### config.mk
export PLATFORM = sky130hd
export DESIGN_NAME = arpf_formatter
export DESIGN_NICKNAME = d
export VERILOG_FILES = /design/src/arpf_formatter_end.sv /design/src/arpf_pkg.sv /design/src/arpf_formatter.sv
export VERILOG_INCLUDE_DIRS = /design/src
export SDC_FILE = /design/constraint.sdc
export NUM_CORES = 1
export LEC_CHECK = 0
export ABC_AREA = 0
export BUFFER_PORTS_ARGS = -buffer_cell sky130_fd_sc_hd__buf_2
export CAP_MARGIN = 20
export CORE_ASPECT_RATIO = 2
export CORE_MARGIN = 10
export CORE_UTILIZATION = 56
export CTS_CLUSTER_SIZE = 40
export DETAILED_ROUTE_END_ITERATION = 10
export HOLD_SLACK_MARGIN = 0.08
export PLACE_DENSITY = 0.8
export SKIP_LAST_GASP = 1
export SLEW_MARGIN = 20
export SYNTH_ARGS = -nofsm -noshare
export SYNTH_HDL_FRONTEND = slang
export SYNTH_SLANG_ARGS = --single-unit
### constraint.sdc
create_clock -name clk -period 14.9 [get_ports clk]
set_clock_uncertainty 0.05 [all_clocks]
set_input_delay 2.98 -clock clk [delete_from_list [all_inputs] [get_ports clk]]
set_output_delay 2.98 -clock clk [all_outputs]
set_load 0.005 [all_outputs]
### src/arpf_defines.svh
// constants of the asynchronous receive packet formatter
`ifndef ARPF_DEFINES_SVH
`define ARPF_DEFINES_SVH
`define ARPF_TC_QWR_REQ 4'h0
`define ARPF_TC_BWR_REQ 4'h1
`define ARPF_TC_WR_RSP 4'h2
`define ARPF_TC_QRD_REQ 4'h4
`define ARPF_TC_BRD_REQ 4'h5
`define ARPF_TC_QRD_RSP 4'h6
`define ARPF_TC_BRD_RSP 4'h7
`define ARPF_TC_LOCK_REQ 4'h9
`define ARPF_TC_STREAM 4'hA
`define ARPF_TC_LOCK_RSP 4'hB
`define ARPF_ACK_COMPLETE 4'h1
`define ARPF_ACK_PENDING 4'h2
`define ARPF_ACK_BUSY_X 4'h4
`define ARPF_ACK_BUSY_A 4'h5
`define ARPF_ACK_BUSY_B 4'h6
`define ARPF_ACK_DATA_ERR 4'hD
`define ARPF_ACK_TYPE_ERR 4'hE
`define ARPF_STRM_OK 4'h1
`define ARPF_STRM_BAD 4'hD
`define ARPF_TRL_U_BIT 16
`define ARPF_LAST_NODATA 2'h2
`define ARPF_LAST_QUAD 2'h3
`define ARPF_LAST_BLOCK 2'h3
`define ARPF_LAST_STREAM 2'h0
`define ARPF_REG_CTRL 12'h000
`define ARPF_REG_STAT 12'h004
`define ARPF_REG_MASK 12'h008
`define ARPF_REG_COUNT 12'h00C
`define ARPF_REG_LAST 12'h010
`define ARPF_CTRL_RST 1'h1
`define ARPF_EV_STORED 0
`define ARPF_EV_DERR 1
`define ARPF_EV_RSVACK 2
`define ARPF_EV_W 3
`endif

### src/arpf_formatter_end.sv
// closing unit of the receive formatter sources; holds no logic
`default_nettype none
`default_nettype wire

### src/arpf_pkg.sv
// types of the asynchronous receive packet formatter
`default_nettype none
package arpf_pkg;
    typedef enum logic [1:0] {ST_IDLE, ST_HDR, ST_PAY, ST_TRL} arpf_state_t;
    typedef enum logic [1:0] {FMT_NODATA, FMT_QUAD, FMT_BLOCK, FMT_STREAM} arpf_fmt_t;
    typedef struct packed {
        logic [15:0] dest_id;
        logic [5:0] transaction_label;
        logic [1:0] retry_code;
        logic [3:0] transaction_kind_code;
        logic [3:0] priority_lvl;
        logic [15:0] source_id;
        logic [47:0] dest_offset;
        logic [3:0] response_code_field;
        logic [31:0] quadlet_data;
        logic [15:0] data_length;
        logic [15:0] lock_action_code;
        logic [1:0] stream_tag;
        logic [5:0] stream_channel;
        logic [3:0] stream_sync;
        logic unsolicited;
        logic [3:0] returned_ack_field;
    } arpf_hdr_t;
    typedef struct packed {
        logic [7:0] data;
        logic last;
        logic crc_err;
    } arpf_byte_t;
endpackage : arpf_pkg
`default_nettype wire

### src/arpf_formatter.sv
// receive formatter: received packets to quadlets for the receive fifo
//
// The APB slave port and the placing of the registers are this design's own decisions.
`include "arpf_defines.svh"
`default_nettype none
module arpf_formatter
    import arpf_pkg::*;
(
    input wire logic clk, // core clock
    input wire logic rst, // async reset, high
    input wire logic psel, // apb select
    input wire logic penable, // apb enable
    input wire logic pwrite, // apb write
    input wire logic [11:0] paddr, // apb byte address
    input wire logic [31:0] pwdata, // apb write data
    output logic [31:0] prdata, // apb read data
    output logic pready, // apb ready
    output logic pslverr, // apb error
    input wire logic hdr_valid, // received header offered
    input wire arpf_hdr_t hdr_in, // received header fields
    output logic hdr_ready, // header may be taken
    input wire logic byte_valid, // payload byte offered
    input wire arpf_byte_t byte_in, // payload byte, last, crc error
    output logic byte_ready, // payload byte may be taken
    input wire logic fifo_full, // fifo refuses a write this cycle
    output logic fifo_wr, // fifo write strobe
    output logic [31:0] fifo_data, // fifo write quadlet
    output logic irq // level interrupt
);
    // ****************************************
    // decoding helpers
    // ****************************************
    function automatic arpf_fmt_t fmt_of(input logic [3:0] tc);
        case (tc)
            `ARPF_TC_QRD_REQ, `ARPF_TC_WR_RSP: fmt_of = FMT_NODATA;
            `ARPF_TC_QWR_REQ, `ARPF_TC_QRD_RSP, `ARPF_TC_BRD_REQ: fmt_of = FMT_QUAD;
            `ARPF_TC_BWR_REQ, `ARPF_TC_BRD_RSP: fmt_of = FMT_BLOCK;
            `ARPF_TC_LOCK_REQ, `ARPF_TC_LOCK_RSP: fmt_of = FMT_BLOCK;
            `ARPF_TC_STREAM: fmt_of = FMT_STREAM;
            default: fmt_of = FMT_NODATA;
        endcase
    endfunction : fmt_of

    function automatic logic is_resp(input logic [3:0] tc);
        is_resp = (tc == `ARPF_TC_WR_RSP) || (tc == `ARPF_TC_QRD_RSP) ||
                  (tc == `ARPF_TC_BRD_RSP) || (tc == `ARPF_TC_LOCK_RSP);
    endfunction : is_resp

    function automatic logic is_lock(input logic [3:0] tc);
        is_lock = (tc == `ARPF_TC_LOCK_REQ) || (tc == `ARPF_TC_LOCK_RSP);
    endfunction : is_lock

    function automatic logic is_rsv_ack(input logic [3:0] a);
        case (a)
            `ARPF_ACK_COMPLETE, `ARPF_ACK_PENDING: is_rsv_ack = 1'b0;
            `ARPF_ACK_BUSY_X, `ARPF_ACK_BUSY_A, `ARPF_ACK_BUSY_B: is_rsv_ack = 1'b0;
            `ARPF_ACK_DATA_ERR, `ARPF_ACK_TYPE_ERR: is_rsv_ack = 1'b0;
            default: is_rsv_ack = 1'b1;
        endcase
    endfunction : is_rsv_ack

    function automatic logic [1:0] last_idx(input arpf_fmt_t f);
        case (f)
            FMT_QUAD: last_idx = `ARPF_LAST_QUAD;
            FMT_BLOCK: last_idx = `ARPF_LAST_BLOCK;
            FMT_STREAM: last_idx = `ARPF_LAST_STREAM;
            default: last_idx = `ARPF_LAST_NODATA;
        endcase
    endfunction : last_idx

    function automatic logic [31:0] hdr_quad(input arpf_hdr_t h, input arpf_fmt_t f,
                                             input logic [1:0] i);
        logic [3:0] tc;
        tc = h.transaction_kind_code;
        case (i)
            2'h0: begin
                if (f == FMT_STREAM) begin
                    hdr_quad = {h.data_length, h.stream_tag, h.stream_channel, tc,
                                h.stream_sync};
                end else begin
                    hdr_quad = {h.dest_id, h.transaction_label, h.retry_code, tc,
                                h.priority_lvl};
                end
            end
            2'h1: begin
                if (is_resp(tc)) begin
                    hdr_quad = {h.source_id, h.response_code_field, 12'h000};
                end else begin
                    hdr_quad = {h.source_id, h.dest_offset[47:32]};
                end
            end
            2'h2: hdr_quad = is_resp(tc) ? 32'h0000_0000 : h.dest_offset[31:0];
            default: begin
                if (f == FMT_BLOCK) begin
                    hdr_quad = {h.data_length, is_lock(tc) ? h.lock_action_code : 16'h0000};
                end else if (tc == `ARPF_TC_BRD_REQ) begin
                    hdr_quad = {h.data_length, 16'h0000};
                end else begin
                    hdr_quad = h.quadlet_data;
                end
            end
        endcase
    endfunction : hdr_quad

    function automatic logic addr_ok(input logic [11:0] a);
        addr_ok = (a == `ARPF_REG_CTRL) || (a == `ARPF_REG_STAT) || (a == `ARPF_REG_MASK) ||
                  (a == `ARPF_REG_COUNT) || (a == `ARPF_REG_LAST);
    endfunction : addr_ok

    // ****************************************
    // state
    // ****************************************
    arpf_state_t st_r, st_nxt;
    arpf_fmt_t fmt_r;
    arpf_hdr_t hdr_r;
    logic [1:0] idx_r, idx_nxt;
    logic [31:0] sh_r, sh_nxt;
    logic [1:0] bcnt_r, bcnt_nxt;
    logic [15:0] tot_r, tot_nxt;
    logic pend_r, pend_nxt;
    logic done_r, done_nxt;
    logic err_r, err_nxt;
    logic emit, emit_trl, emit_hdr, take, stor;
    logic [31:0] emit_data;
    logic [3:0] ack_fin;
    logic [31:0] trl_q;
    logic has_pay, accept;
    logic wr_trl_r, wr_hdr_r;
    logic [1:0] wr_idx_r;
    logic ctrl_en_r;
    logic [`ARPF_EV_W-1:0] sts_r, sts_nxt, mask_r, ev;
    logic [31:0] count_r;
    logic [7:0] last_r;
    logic apb_acc, apb_wr;

    assign accept = hdr_valid && hdr_ready;
    assign has_pay = ((fmt_r == FMT_BLOCK) || (fmt_r == FMT_STREAM)) &&
                     (hdr_r.data_length != 16'h0000);
    assign take = byte_valid && byte_ready;
    assign stor = tot_r < hdr_r.data_length;

    // ****************************************
    // status quadlet
    // ****************************************
    always_comb begin
        trl_q = 32'h0000_0000;
        if (fmt_r == FMT_STREAM) begin
            ack_fin = err_r ? `ARPF_STRM_BAD : `ARPF_STRM_OK;
        end else if ((fmt_r == FMT_BLOCK) && err_r) begin
            ack_fin = `ARPF_ACK_DATA_ERR;
        end else begin
            // link ack kept verbatim, reserved codes too
            ack_fin = hdr_r.returned_ack_field;
        end
        trl_q[3:0] = ack_fin;
        if (fmt_r != FMT_STREAM) begin
            trl_q[`ARPF_TRL_U_BIT] = hdr_r.unsolicited;
        end
    end

    // ****************************************
    // sequencer
    // ****************************************
    always_comb begin
        logic [1:0] b_after;
        b_after = bcnt_r;
        st_nxt = st_r;
        idx_nxt = idx_r;
        sh_nxt = sh_r;
        bcnt_nxt = bcnt_r;
        tot_nxt = tot_r;
        pend_nxt = pend_r;
        done_nxt = done_r;
        err_nxt = err_r;
        emit = 1'b0;
        emit_trl = 1'b0;
        emit_hdr = 1'b0;
        emit_data = 32'h0000_0000;
        case (st_r)
            ST_IDLE: begin
                if (accept) begin
                    st_nxt = ST_HDR;
                    idx_nxt = 2'h0;
                    sh_nxt = 32'h0000_0000;
                    bcnt_nxt = 2'h0;
                    tot_nxt = 16'h0000;
                    pend_nxt = 1'b0;
                    done_nxt = 1'b0;
                    err_nxt = 1'b0;
                end
            end
            ST_HDR: begin
                if (!fifo_full) begin
                    emit = 1'b1;
                    emit_hdr = 1'b1;
                    emit_data = hdr_quad(hdr_r, fmt_r, idx_r);
                    if (idx_r == last_idx(fmt_r)) begin
                        st_nxt = has_pay ? ST_PAY : ST_TRL;
                    end else begin
                        idx_nxt = idx_r + 2'h1;
                    end
                end
            end
            ST_PAY: begin
                if (pend_r) begin
                    if (!fifo_full) begin
                        emit = 1'b1;
                        emit_data = sh_r;
                        sh_nxt = 32'h0000_0000;
                        bcnt_nxt = 2'h0;
                        pend_nxt = 1'b0;
                        if (done_r) begin
                            st_nxt = ST_TRL;
                        end
                    end
                end else if (done_r) begin
                    st_nxt = ST_TRL;
                end else if (take) begin
                    if (stor) begin
                        case (bcnt_r)
                            2'h0: sh_nxt[31:24] = byte_in.data;
                            2'h1: sh_nxt[23:16] = byte_in.data;
                            2'h2: sh_nxt[15:8] = byte_in.data;
                            default: sh_nxt[7:0] = byte_in.data;
                        endcase
                        b_after = bcnt_r + 2'h1;
                        bcnt_nxt = b_after;
                    end
                    if (tot_r != 16'hFFFF) begin
                        tot_nxt = tot_r + 16'h0001;
                    end
                    // untouched low bytes stay zero as padding
                    pend_nxt = (stor && (bcnt_r == 2'h3)) ||
                               (byte_in.last && (b_after != 2'h0));
                    if (byte_in.last) begin
                        done_nxt = 1'b1;
                        err_nxt = byte_in.crc_err ||
                                  ((tot_r + 16'h0001) != hdr_r.data_length);
                    end
                end
            end
            ST_TRL: begin
                if (!fifo_full) begin
                    emit = 1'b1;
                    emit_trl = 1'b1;
                    emit_data = trl_q;
                    st_nxt = ST_IDLE;
                end
            end
            default: st_nxt = ST_IDLE;
        endcase
    end

    always_ff @(posedge clk or posedge rst) begin
        if (rst) begin
            st_r <= ST_IDLE;
            idx_r <= 2'h0;
            sh_r <= 32'h0000_0000;
            bcnt_r <= 2'h0;
            tot_r <= 16'h0000;
            pend_r <= 1'b0;
            done_r <= 1'b0;
            err_r <= 1'b0;
        end else begin
            st_r <= st_nxt;
            idx_r <= idx_nxt;
            sh_r <= sh_nxt;
            bcnt_r <= bcnt_nxt;
            tot_r <= tot_nxt;
            pend_r <= pend_nxt;
            done_r <= done_nxt;
            err_r <= err_nxt;
        end
    end

    always_ff @(posedge clk or posedge rst) begin
        if (rst) begin
            hdr_r <= '0;
            fmt_r <= FMT_NODATA;
        end else if (accept) begin
            hdr_r <= hdr_in;
            fmt_r <= fmt_of(hdr_in.transaction_kind_code);
        end
    end

    // ****************************************
    // handshake and fifo outputs
    // ****************************************
    always_ff @(posedge clk or posedge rst) begin
        if (rst) begin
            hdr_ready <= 1'b0;
            byte_ready <= 1'b0;
            fifo_wr <= 1'b0;
            fifo_data <= 32'h0000_0000;
            wr_trl_r <= 1'b0;
            wr_hdr_r <= 1'b0;
            wr_idx_r <= 2'h0;
        end else begin
            hdr_ready <= (st_nxt == ST_IDLE) && ctrl_en_r && !accept;
            byte_ready <= (st_nxt == ST_PAY) && !pend_nxt && !done_nxt;
            fifo_wr <= emit;
            fifo_data <= emit_data;
            wr_trl_r <= emit_trl;
            wr_hdr_r <= emit_hdr;
            wr_idx_r <= idx_r;
        end
    end

    // ****************************************
    // apb registers and interrupt
    // ****************************************
    assign apb_acc = psel && penable && pready;
    assign apb_wr = apb_acc && pwrite;
    assign ev[`ARPF_EV_STORED] = emit_trl;
    assign ev[`ARPF_EV_DERR] = emit_trl && err_r;
    assign ev[`ARPF_EV_RSVACK] = emit_trl && (fmt_r != FMT_STREAM) && is_rsv_ack(ack_fin);

    always_comb begin
        sts_nxt = sts_r;
        if (apb_wr && (paddr == `ARPF_REG_STAT)) begin
            sts_nxt = sts_r & ~pwdata[`ARPF_EV_W-1:0];
        end
        sts_nxt = sts_nxt | ev;
    end

    always_ff @(posedge clk or posedge rst) begin
        if (rst) begin
            pready <= 1'b0;
            pslverr <= 1'b0;
            prdata <= 32'h0000_0000;
        end else begin
            pready <= psel && penable && !pready;
            pslverr <= psel && penable && !pready && !addr_ok(paddr);
            prdata <= 32'h0000_0000;
            if (psel && penable && !pready && !pwrite) begin
                case (paddr)
                    `ARPF_REG_CTRL: prdata <= {31'h0, ctrl_en_r};
                    `ARPF_REG_STAT: prdata <= {29'h0, sts_r};
                    `ARPF_REG_MASK: prdata <= {29'h0, mask_r};
                    `ARPF_REG_COUNT: prdata <= count_r;
                    `ARPF_REG_LAST: prdata <= {24'h0, last_r};
                    default: prdata <= 32'h0000_0000;
                endcase
            end
        end
    end

    always_ff @(posedge clk or posedge rst) begin
        if (rst) begin
            ctrl_en_r <= `ARPF_CTRL_RST;
            mask_r <= '0;
            sts_r <= '0;
            irq <= 1'b0;
        end else begin
            if (apb_wr && (paddr == `ARPF_REG_CTRL)) begin
                ctrl_en_r <= pwdata[0];
            end
            if (apb_wr && (paddr == `ARPF_REG_MASK)) begin
                mask_r <= pwdata[`ARPF_EV_W-1:0];
            end
            sts_r <= sts_nxt;
            irq <= |(sts_r & mask_r);
        end
    end

    always_ff @(posedge clk or posedge rst) begin
        if (rst) begin
            count_r <= 32'h0000_0000;
            last_r <= 8'h00;
        end else if (emit_trl) begin
            count_r <= count_r + 32'h0000_0001;
            last_r <= {hdr_r.transaction_kind_code, ack_fin};
        end
    end
endmodule : arpf_formatter
`default_nettype wire

## Word level (Yosys, flattened, before mapping)

Memory sizes are Yosys's and may differ from the RTL's. A register that Yosys moved wholly into a read port is not among the register bits.
Index checks and enable logic that the tools add are counted.

- Equality and inequality tests: 49
- Reduce and logical (&&, ||, !) cells: 61
- Bitwise logic cells: 4
- Add/sub/neg operators: 4
- $lt $le $gt $ge: 1
- Muxes and demuxes: 83

Operators with widths:

| cell | count |
|---|---|
| 2-to-1 mux 32 bit | 14 |
| case mux 32 bit (3 select lines) | 2 |
| case mux 32 bit (5 select lines) | 1 |
| 2-to-1 mux 16 bit | 7 |
| case mux 32 bit (2 select lines) | 1 |
| 2-to-1 mux 2 bit | 19 |
| adder 32 x 1 -> 32 bit, second input constant | 1 |
| 2-to-1 mux 8 bit | 4 |
| case mux 16 bit (2 select lines) | 1 |
| AND reduction 7 bit | 4 |
| == test 12 x 4 -> 1 bit, second input constant | 2 |
| == test 4 x 3 -> 1 bit, second input constant | 6 |
| logical AND 1 bit | 22 |
| 2-to-1 mux 1 bit | 21 |
| != test 2 bit, second input constant | 9 |
| 2-to-1 mux 17 bit | 1 |
| adder 16 x 1 -> 16 bit, second input constant | 1 |
| == test 2 bit, second input constant | 8 |
| == test 4 bit, second input constant | 4 |
| less-than comparator 16 bit | 1 |
| != test 16 bit | 1 |
| != test 16 bit, second input constant | 1 |
| nonzero test 16 bit | 1 |
| != test 3 bit, second input constant | 5 |
| 27 further kinds | 65 |

- Input port bits: 243
- Logic and storage cells: 243
- Memories: 1
- Output and inout port bits: 70
- Bits in registers: 355
- Memory bits (read-only): 32

Memories:

| memory | words | bits a word | read ports | clocked after Yosys merged registers in | write ports | line | RTL |
|---|---|---|---|---|---|---|---|
| (no name shown) | 16 | 2 | 1 | 1 | 0 | arpf_formatter.sv:34 | `case (tc)` |

## Longest topological paths before layout

Gate-level depths: netlist of run 1.

- Depth after elaboration: 16
- Mapped depth: 10

## Least setup slack after synthesis of run 1

Ideal clock, no wire load.

- Kind: input-to-reg
- From: input port paddr[7]
- To: register prdata[0]
- Stages on the path: 5
- Data arrival time: 4.418 ns
- Setup time: 0.081 ns
- Required time: 14.769 ns
- Setup slack: 10.352 ns
- Buffers on the path: 0
- Path through: nor4_1 -> nand3_1 -> nor4b_2 -> o21ai_1 -> a21oi_1

- Longest elaborated chain between the ends: 3
- Elaborated cells between the ends (all ways): 7
- Classes of those cells: 4 x eq/ne; 2 x mux; 1 x reduce/logical

Ends and longest elaborated chain:

| what | line | RTL |
|---|---|---|
| start, declared | arpf_formatter.sv:14 | `input wire logic [11:0] paddr,` |
| == test 12 x 5 -> 1 bit, or another cell as far along | arpf_formatter.sv:336 | `case (paddr)` |
| case mux 32 bit (5 select lines) (*) | arpf_formatter.sv:336 |  |
| 2-to-1 mux 32 bit (*) | arpf_formatter.sv:335 | `if (psel && penable && !pready && !pwrite) begin` |
| end signal, assigned | arpf_formatter.sv:337 | `` `ARPF_REG_CTRL: prdata <= {31'h0, ctrl_en_r}; `` |
| end signal, assigned | arpf_formatter.sv:338 | `` `ARPF_REG_STAT: prdata <= {29'h0, sts_r}; `` |
| end signal, assigned | arpf_formatter.sv:339 | `` `ARPF_REG_MASK: prdata <= {29'h0, mask_r}; `` |
| end, declared | arpf_formatter.sv:16 | `output logic [31:0] prdata,` |

Mark *: on every way between the ends. The rest lies on a longest branch, timed or not.
A chain may end at the register's enable or synchronous reset.

## Final worst setup path of run 1

- From: input port hdr_valid
- To: register err_r

- Longest elaborated chain between the ends: 3

Ends and longest elaborated chain:

| what | line | RTL |
|---|---|---|
| start, declared | arpf_formatter.sv:19 | `input wire logic hdr_valid,` |
| logical AND 1 bit | arpf_formatter.sv:136 | `assign accept = hdr_valid && hdr_ready;` |
| != test 2 bit (no line) | -- |  |
| AND reduction 6 bit (no line) | -- |  |
| end signal, assigned | arpf_formatter.sv:272 | `err_r <= err_nxt;` |
| end, declared | arpf_formatter.sv:122 | `logic err_r, err_nxt;` |

No other way between the ends.

==> metrics.md, run 1 <==
| Metric | Value |
|---|---|
| Total iterations of the first detailed-routing run | 8 |
| Number of nets in the final layout | 1948 |
| Max transition margin | 36.5% |
| Library cell contributing the largest single delay on the critical path | sky130_fd_sc_hd__a2111oi_0 |
| Starting density of the core | 56.7% |
| Post-synth ARST share | 100% |
| Core region area | 29000 um2 |
| Reg2reg setup slack | 11.36 ns |
| Residual overflow from global routing | 0 |
| Transition time at the pin with the least slew margin | between 0.9 and 1 ns |
| Class of the worst hold path | flip-flop to flip-flop |
| Half-perimeter wire length after detailed placement | 35.1 mm |
| Number of violations reported at the end of detailed-routing iteration 0 | 749 |
| Insertion delay to the later sink of the worst-skew pair | around 0.59 ns |
| Cell Count Post-Placement | 1998 |
| Startpoint of the worst hold path | count_r[31] |
| Reported net switching power | between 0.4 and 0.5 mW |
| Unrepaired setup endpoints after global routing | false |
| Capture instance of the worst register-to-register path | tot_r[9] |
| Vias after detailed routing | 12324 |
| Multi-input combinational cell area | 7050 um2 |
| Average footprint of a synthesized cell | 11.6 um2 |
| Crit Path Category | input port to flip-flop |
| Number of standard-cell rows in the floorplan | 88 |
| Area of all placed cells without fillers | between 15000 and 20000 um2 |
| Distinct cell type count after synthesis | 63 |
| Wire length of the first global-routing pass | 73.7 mm |
| Power Internal | 1.47 mW |
| Final instance count without filler cells | 2061 |
| Vias in the first global route | 13173 |
| Kind of end point of the critical path | flip-flop |
| End of the worst hold path | count_r[31] |
| Total area of sequential cells | 8930 um2 |
| Cell-by-cell trace of the critical path | buf_2 -> nand2_4 -> or2_2 -> a21oi_1 -> nand4_1 -> a2111oi_0 -> a41oi_1 |
| Arrival time of data at the critical path endpoint | 5.75 ns |
| Commonest non-fill, non-tap cell in the layout | sky130_fd_sc_hd__dfrtp_1 |
| Pwr Density | 97.7 nW/um2 |
| Number of warning messages in the yosys log | 0 |
| Chip width | 141 um |
| I/O Pins | 313 |
| Share of power burned in the clock network | 44.9% |
| Hold Path Depth | 1 |
| Mapped Nets | 1695 |
| Max Cap Viol | 0 |
| Gr usage total | 25.1% |
| Routed length per instance | ~23 um |
| Area Growth Syn to Fin | 17.1% |
| Final number of setup-violating endpoints | 0 |
| Sinks on Clock Net | 357 |
| TritonCTS clock tree | done |
| Synth Flop Type | sky130_fd_sc_hd__dfrtp_1 |
| Count of mapped cells out of synthesis | 1418 |
| Post-CTS Hold Buffers | 0 |
| Max-slew violation count | 0 |
| Flop and latch count out of synthesis | 357 |
| RR Startpoint | st_r[1] |
| Maximum clock insertion buffer count | 3 |
| Post-cts gate resize count | 0 |
| Count of input and output buffers | 283 |
| Clock slew seen by the registers of the worst setup and hold paths | 0.08 ns |
| Layout Utilization | 66.4% |
| Share of layout cells above drive strength 1 | 34.1% |
| Fin crit share | 36.2% |
| Sequential fraction of the synthesis area | about 54% |
| Max Clk Rate | between 0.15 and 0.2 GHz |
| Number of hold violations in the final report | 0 |
| Post-placement cell area | roughly 18000 um2 |
| Root cell of the clock tree | sky130_fd_sc_hd__clkbuf_16 |
| Post-route ant nets | 0 |
| Critical path data required time | 15.26 ns |
| Final-layout setup total negative slack | 0 ns |
| Number of enable-type register cells in the synthesized netlist | 0 |
| Final Critical Period | around 5.4 ns |
| Total clock buffers created by CTS | 30 |
| Final-layout fill cell count | 2218 |
| Static power due to leakage | 9.70 nW |
| Final estimated routing congestion in global placement | 0.911 |
| Antenna violations before repair | 8 |
| Number of cell instances on the worst register-to-register path | 6 |
| Count of H-tree levels built during CTS | 1 |
| Chip Height | 262 um |
| Switching fraction of total power | a little over a fifth |
| Cell area after synthesis | between 15000 and 20000 um2 |
| Max FO, Critical Path | 67 |
| Routed via count divided by cell count | approximately 6.0 |
| Maximum number of pins on one net before global-route repair | 164 |
| Setup crit start kind | input port |
| Total die area | 37000 um2 |
| Most frequent cells in the layout | sky130_fd_sc_hd__dfrtp_1 (356), sky130_fd_sc_hd__buf_2 (283), sky130_fd_sc_hd__mux2_2 (213), sky130_fd_sc_hd__nand2_1 (147), sky130_fd_sc_hd__o21ai_0 (86) |
| Delay of the slowest critical-path stage | 0.82 ns |
| Post-detailed-routing wire length | 47.7 mm |
| Postcts setup bufs | 0 |
| Sequential share of power | a little over 50% |
| Combinational share of power | 3.5% |
| Final routed DRC violation total | 0 |
| Total power after layout | 1.88 mW |
| Max VDD drop | 0.106 mV |
| Result of the run | finished, final reports clean |
[cell families (layout without fill, tap and decap cells)]
family | count (synthesis) | after routing | synth area share (%)
XOR/XNOR | 57 | 57 | 3.04
AND/OR/NAND/NOR | 347 | 347 | 9.95
flip-flops | 357 | 357 | 54.4
adder cells (fa/ha/maj) | 34 | 34 | 2.59
other | 0 | 7 | 0
buffers and inverters | 121 | 397 | 2.83
AO/OA/AOI/OAI | 276 | 276 | 11.8
multiplexers | 226 | 226 | 15.4
[layer usage]
layer | up-vias | wire [um] | track usage (%)
met5 | - | 13 | 0
li1 | 5602 | - | -
met1 | 6147 | 16100 | 26.4
met2 | 447 | 25600 | 44.3
met4 | 2 | 3250 | 16.8
met3 | 126 | 2750 | 4.32
[worst max path at each step]
stage / startpoint / end / slack [ns] / cells after the start
after floorplan: rst / bcnt_r[0] / 1.97 / 1
after global placement: hdr_valid / err_r / 8.95 / 7
after detailed placement: hdr_valid / err_r / 8.93 / 7
after CTS: hdr_valid / err_r / 9.54 / 7
after global routing: hdr_valid / err_r / 9.37 / 7
final: hdr_valid / err_r / 9.51 / 7
[area by class of cell]
type	count	share of cell area (%)
multi-input combinational	940	36.7
sequential	357	46.5
clock buffer	39	4.18
timing repair buffer	297	8.08
inverter	45	0.924
antenna	7	0.0911
tap	360	2.34
clock inverter	16	1.24
[state kept, by name, indices dropped and copies added, names as in the netlist, 2 cells and up]
name and flops:
bcnt_r 2, count_r 32, fifo_data 32, fmt_r 2
hdr_r 181, idx_r 2, last_r 8, mask_r 3
prdata 32, sh_r 32, st_r 2, sts_r 3
tot_r 16
[synth_stat cells (13+ instances only)]
| master | number | area [um2] |
|---|---|---|
| sky130_fd_sc_hd__nor2_1 | 60 | 225 |
| sky130_fd_sc_hd__xor2_1 | 14 | 123 |
| sky130_fd_sc_hd__a222oi_1 | 20 | 200 |
| sky130_fd_sc_hd__ha_1 | 34 | 425 |
| sky130_fd_sc_hd__clkbuf_1 | 62 | 233 |
| sky130_fd_sc_hd__dfrtp_1 | 356 | 8910 |
| sky130_fd_sc_hd__a21oi_1 | 46 | 230 |
| sky130_fd_sc_hd__o21ai_0 | 86 | 430 |
| sky130_fd_sc_hd__a22o_1 | 34 | 298 |
| sky130_fd_sc_hd__nand3_1 | 38 | 190 |
| sky130_fd_sc_hd__mux2_2 | 213 | 2400 |
| sky130_fd_sc_hd__and3_1 | 32 | 200 |
| sky130_fd_sc_hd__nand2_1 | 148 | 556 |
| sky130_fd_sc_hd__inv_1 | 44 | 165 |
| sky130_fd_sc_hd__mux2i_1 | 13 | 130 |
| sky130_fd_sc_hd__a22oi_1 | 19 | 143 |
| sky130_fd_sc_hd__xnor2_1 | 43 | 377 |
| sky130_fd_sc_hd__a32o_1 | 21 | 210 |
[critical path: cells and delay by family]
| kind | cells | cell delay (ns) |
|---|---|---|
| compound gates | 3 | 1.49 |
| simple gates | 3 | 1.15 |
| buf+inv | 1 | 0.10 |
[power by group through the flow]
stage | sequential (mW) | clock (mW) | combinational, mW
after global placement | 0.990 | 0 | 0.0636
after detailed placement | 0.990 | 0 | 0.0648
final | 0.971 | 0.843 | 0.0650
after CTS | 0.971 | 0.856 | 0.0652
after global routing | 0.971 | 0.892 | 0.0719
after floorplan | 0.990 | 0 | 0.0210
[stage by stage]
stage | hold slack [ns] | setup WS [ns]
after floorplan | 0.388 | 1.97
after global placement | 0.406 | 8.95
after detailed placement | 0.406 | 8.93
after CTS | 0.420 | 9.54
after global routing | 0.458 | 9.37
final | 0.421 | 9.51
Note: power is estimated with default switching activity, not from simulation.
==> run 2, diff against run 1 <==
--- a/config.mk
+++ b/config.mk
@@ -11,11 +11,11 @@
 export CAP_MARGIN = 20
 export CORE_ASPECT_RATIO = 2
 export CORE_MARGIN = 10
-export CORE_UTILIZATION = 56
+export CORE_UTILIZATION = 50
 export CTS_CLUSTER_SIZE = 40
 export DETAILED_ROUTE_END_ITERATION = 10
 export HOLD_SLACK_MARGIN = 0.08
-export PLACE_DENSITY = 0.8
+export PLACE_DENSITY = 0.75
 export SKIP_LAST_GASP = 1
 export SLEW_MARGIN = 20
 export SYNTH_ARGS = -nofsm -noshare
==> constraint.sdc (replaced) <==
create_clock -name clk -period 4.9 [get_ports clk]
set_clock_uncertainty 0.05 [all_clocks]
set_input_delay 0.98 -clock clk [delete_from_list [all_inputs] [get_ports clk]]
set_output_delay 0.98 -clock clk [all_outputs]
set_load 0.005 [all_outputs]
==> metrics.md, run 2 (synthesis gave the netlist of run 1 again) <==
| Metric | Value |
|---|---|
| Final number of setup-violating endpoints | 0 |
| Reported net switching power | roughly 1.3 mW |
| Area Growth Syn to Fin | 19.3% |
| Half-perimeter wire length after detailed placement | 35.7 mm |
| Maximum clock insertion buffer count | 3 |
| Cell Count Post-Placement | 2068 |
| Final instance count without filler cells | 2138 |
| Number of violations reported at the end of detailed-routing iteration 0 | 860 |
| Wire length of the first global-routing pass | ~74 mm |
| Post-CTS Hold Buffers | 0 |
| Library cell contributing the largest single delay on the critical path | sky130_fd_sc_hd__dfrtp_1 |
| Commonest non-fill, non-tap cell in the layout | sky130_fd_sc_hd__dfrtp_1 |
| Sinks on Clock Net | between 300 and 400 |
| Postcts setup bufs | 0 |
| Number of nets in the final layout | between 1500 and 2000 |
| Result of the run | finished, final reports clean |
| Max Cap Viol | 0 |
| Total power after layout | about 6.2 mW |
| Total clock buffers created by CTS | 34 |
| WP buf/inv | 0 |
| Total area of sequential cells | 8930 um2 |
| Insertion delay to the later sink of the worst-skew pair | between 0.5 and 0.6 ns |
| Transition time at the pin with the least slew margin | 0.997 ns |
| Cell-by-cell trace of the critical path | nand2b_1 -> nor2_1 -> nand2_1 -> nor2_1 -> nand2_1 -> o41ai_1 |
| Post-placement cell area | 18300 um2 |
| Crit Path Category | flip-flop to flip-flop |
| Final estimated routing congestion in global placement | 0.921 |
| Arrival time of data at the critical path endpoint | around 3.7 ns |
| Routed via count divided by cell count | roughly 5.8 |
| Number of standard-cell rows in the floorplan | 93 |
| Vias in the first global route | 13142 |
| Layout Utilization | 60.6% |
| Final-layout fill cell count | 2695 |
| Root cell of the clock tree | sky130_fd_sc_hd__clkbuf_16 |
| Final Critical Period | between 3 and 4 ns |
| Worst hold margin | approximately 0.43 ns |
| Max VDD drop | 0.485 mV |
| Clock slew seen by the registers of the worst setup and hold paths | ~0.07 ns |
| Pre-CTS WS | 1.45 ns |
| Delay of the slowest critical-path stage | 0.69 ns |
| Core region area | roughly 32000 um2 |
| Fin crit share | 67.3% |
| Combinational share of power | about 3.2% |
| Unrepaired setup endpoints after global routing | false |
| Post-cts gate resize count | 0 |
| Class of the worst hold path | flip-flop to flip-flop |
| Vias after detailed routing | 12355 |
| I/O Pins | 313 |
| Power Internal | a little under 5 mW |
| Chip width | approximately 150 um |
| Maximum number of pins on one net before global-route repair | roughly 120 |
| Routed length per instance | 22.6 um |
| Total iterations of the first detailed-routing run | 6 |
| Static power due to leakage | 9.85 nW |
| Largest register by flop count | hdr_r |
| Starting density of the core | 50.8% |
| Max-slew violation count | 0 |
| Switching fraction of total power | 21.4% |
| Setup crit start kind | flip-flop |
| Number of hold violations in the final report | 0 |
| Post-route ant nets | 0 |
| Area of all placed cells without fillers | 19600 um2 |
| Flip-flop count of the largest register, all copies and words added | between 150 and 200 |
| Total die area | between 40000 and 50000 um2 |
| Max FO, Critical Path | 16 |
| Final routed DRC violation total | 0 |
| Post-detailed-routing wire length | around 48 mm |
| Most frequent cells in the layout | sky130_fd_sc_hd__dfrtp_1 (356), sky130_fd_sc_hd__buf_2 (283), sky130_fd_sc_hd__mux2_2 (213), sky130_fd_sc_hd__nand2_1 (147), sky130_fd_sc_hd__o21ai_0 (86) |
| Final-layout setup total negative slack | 0 ns |
| Share of layout cells above drive strength 1 | 34.8% |
| Pwr Density | 314 nW/um2 |
| Count of input and output buffers | 283 |
| Max transition margin | 32.8% |
| Kind of end point of the critical path | flip-flop |
| Multi-input combinational cell area | slightly above 7000 um2 |
| Sequential share of power | 48.0% |
| TritonCTS clock tree | done |
| Max Clk Rate | 0.303 GHz |
| Residual overflow from global routing | 0 |
| Chip Height | 276 um |
| Share of power burned in the clock network | 48.8% |
| Gr usage total | 23.0% |
| Final critical-path setup slack | 1.60 ns |
| Count of H-tree levels built during CTS | 2 |
| Critical path's top delay family | simple AND/OR/NAND/NOR gates |
| Antenna violations before repair | 11 |
| Critical path data required time | approximately 5.3 ns |
-- run 2: final timing paths --
check | endpoint | slack (ns) | from | depth (start not counted)
max | tot_r[12] | 1.60 | st_r[1] | 6
min | last_r[1] | 0.43 | last_r[1] | 2
max reg2reg | tot_r[12] | 1.60 | st_r[1] | 6
min reg2reg | last_r[1] | 0.43 | last_r[1] | 2
max in group asynchronous | hdr_r[113] | 3.21 | rst | 3
min in group asynchronous | count_r[20] | 0.51 | rst | 2
-- run 2: routing by layer --
layer,part of all wire (%),track usage (%),vias up
li1,-,-,5609
met1,35,23.9,6190
met2,55,42.3,440
met3,5.9,4.89,110
met4,4.8,11.1,6
met5,0.085,0,-
-- run 2: worst register-to-register path, delay by kind of cell, from the launching register on --
family           cells  cell delay (ns)
AND/OR/NAND/NOR      5             2.07
flip-flops           1             0.69
AO/OA/AOI/OAI        1             0.37
-- run 2: area by class of cell --
| cell class | instances | area share (%) |
|---|---|---|
| diodes | 8 | 0.102 |
| clock buffers | 40 | 4.77 |
| clock inverters | 22 | 1.78 |
| inverters | 45 | 0.888 |
| multi-input cells | 940 | 36.0 |
| flip-flops and latches | 357 | 45.6 |
| well taps | 427 | 2.73 |
| repair buffers | 299 | 8.16 |
-- run 2: power by group through the flow --
| stage | registers (mW) | clock network, mW | logic [mW] |
|---|---|---|---|
| 2_1_floorplan | 3.01 | 0 | 0.0644 |
| 3_3_place_gp | 3.01 | 0 | 0.197 |
| 3_5_place_dp | 3.01 | 0 | 0.201 |
| 4_1_cts | 2.95 | 3.04 | 0.202 |
| 5_1_grt | 2.95 | 3.16 | 0.219 |
| 6_report | 2.95 | 3.00 | 0.198 |
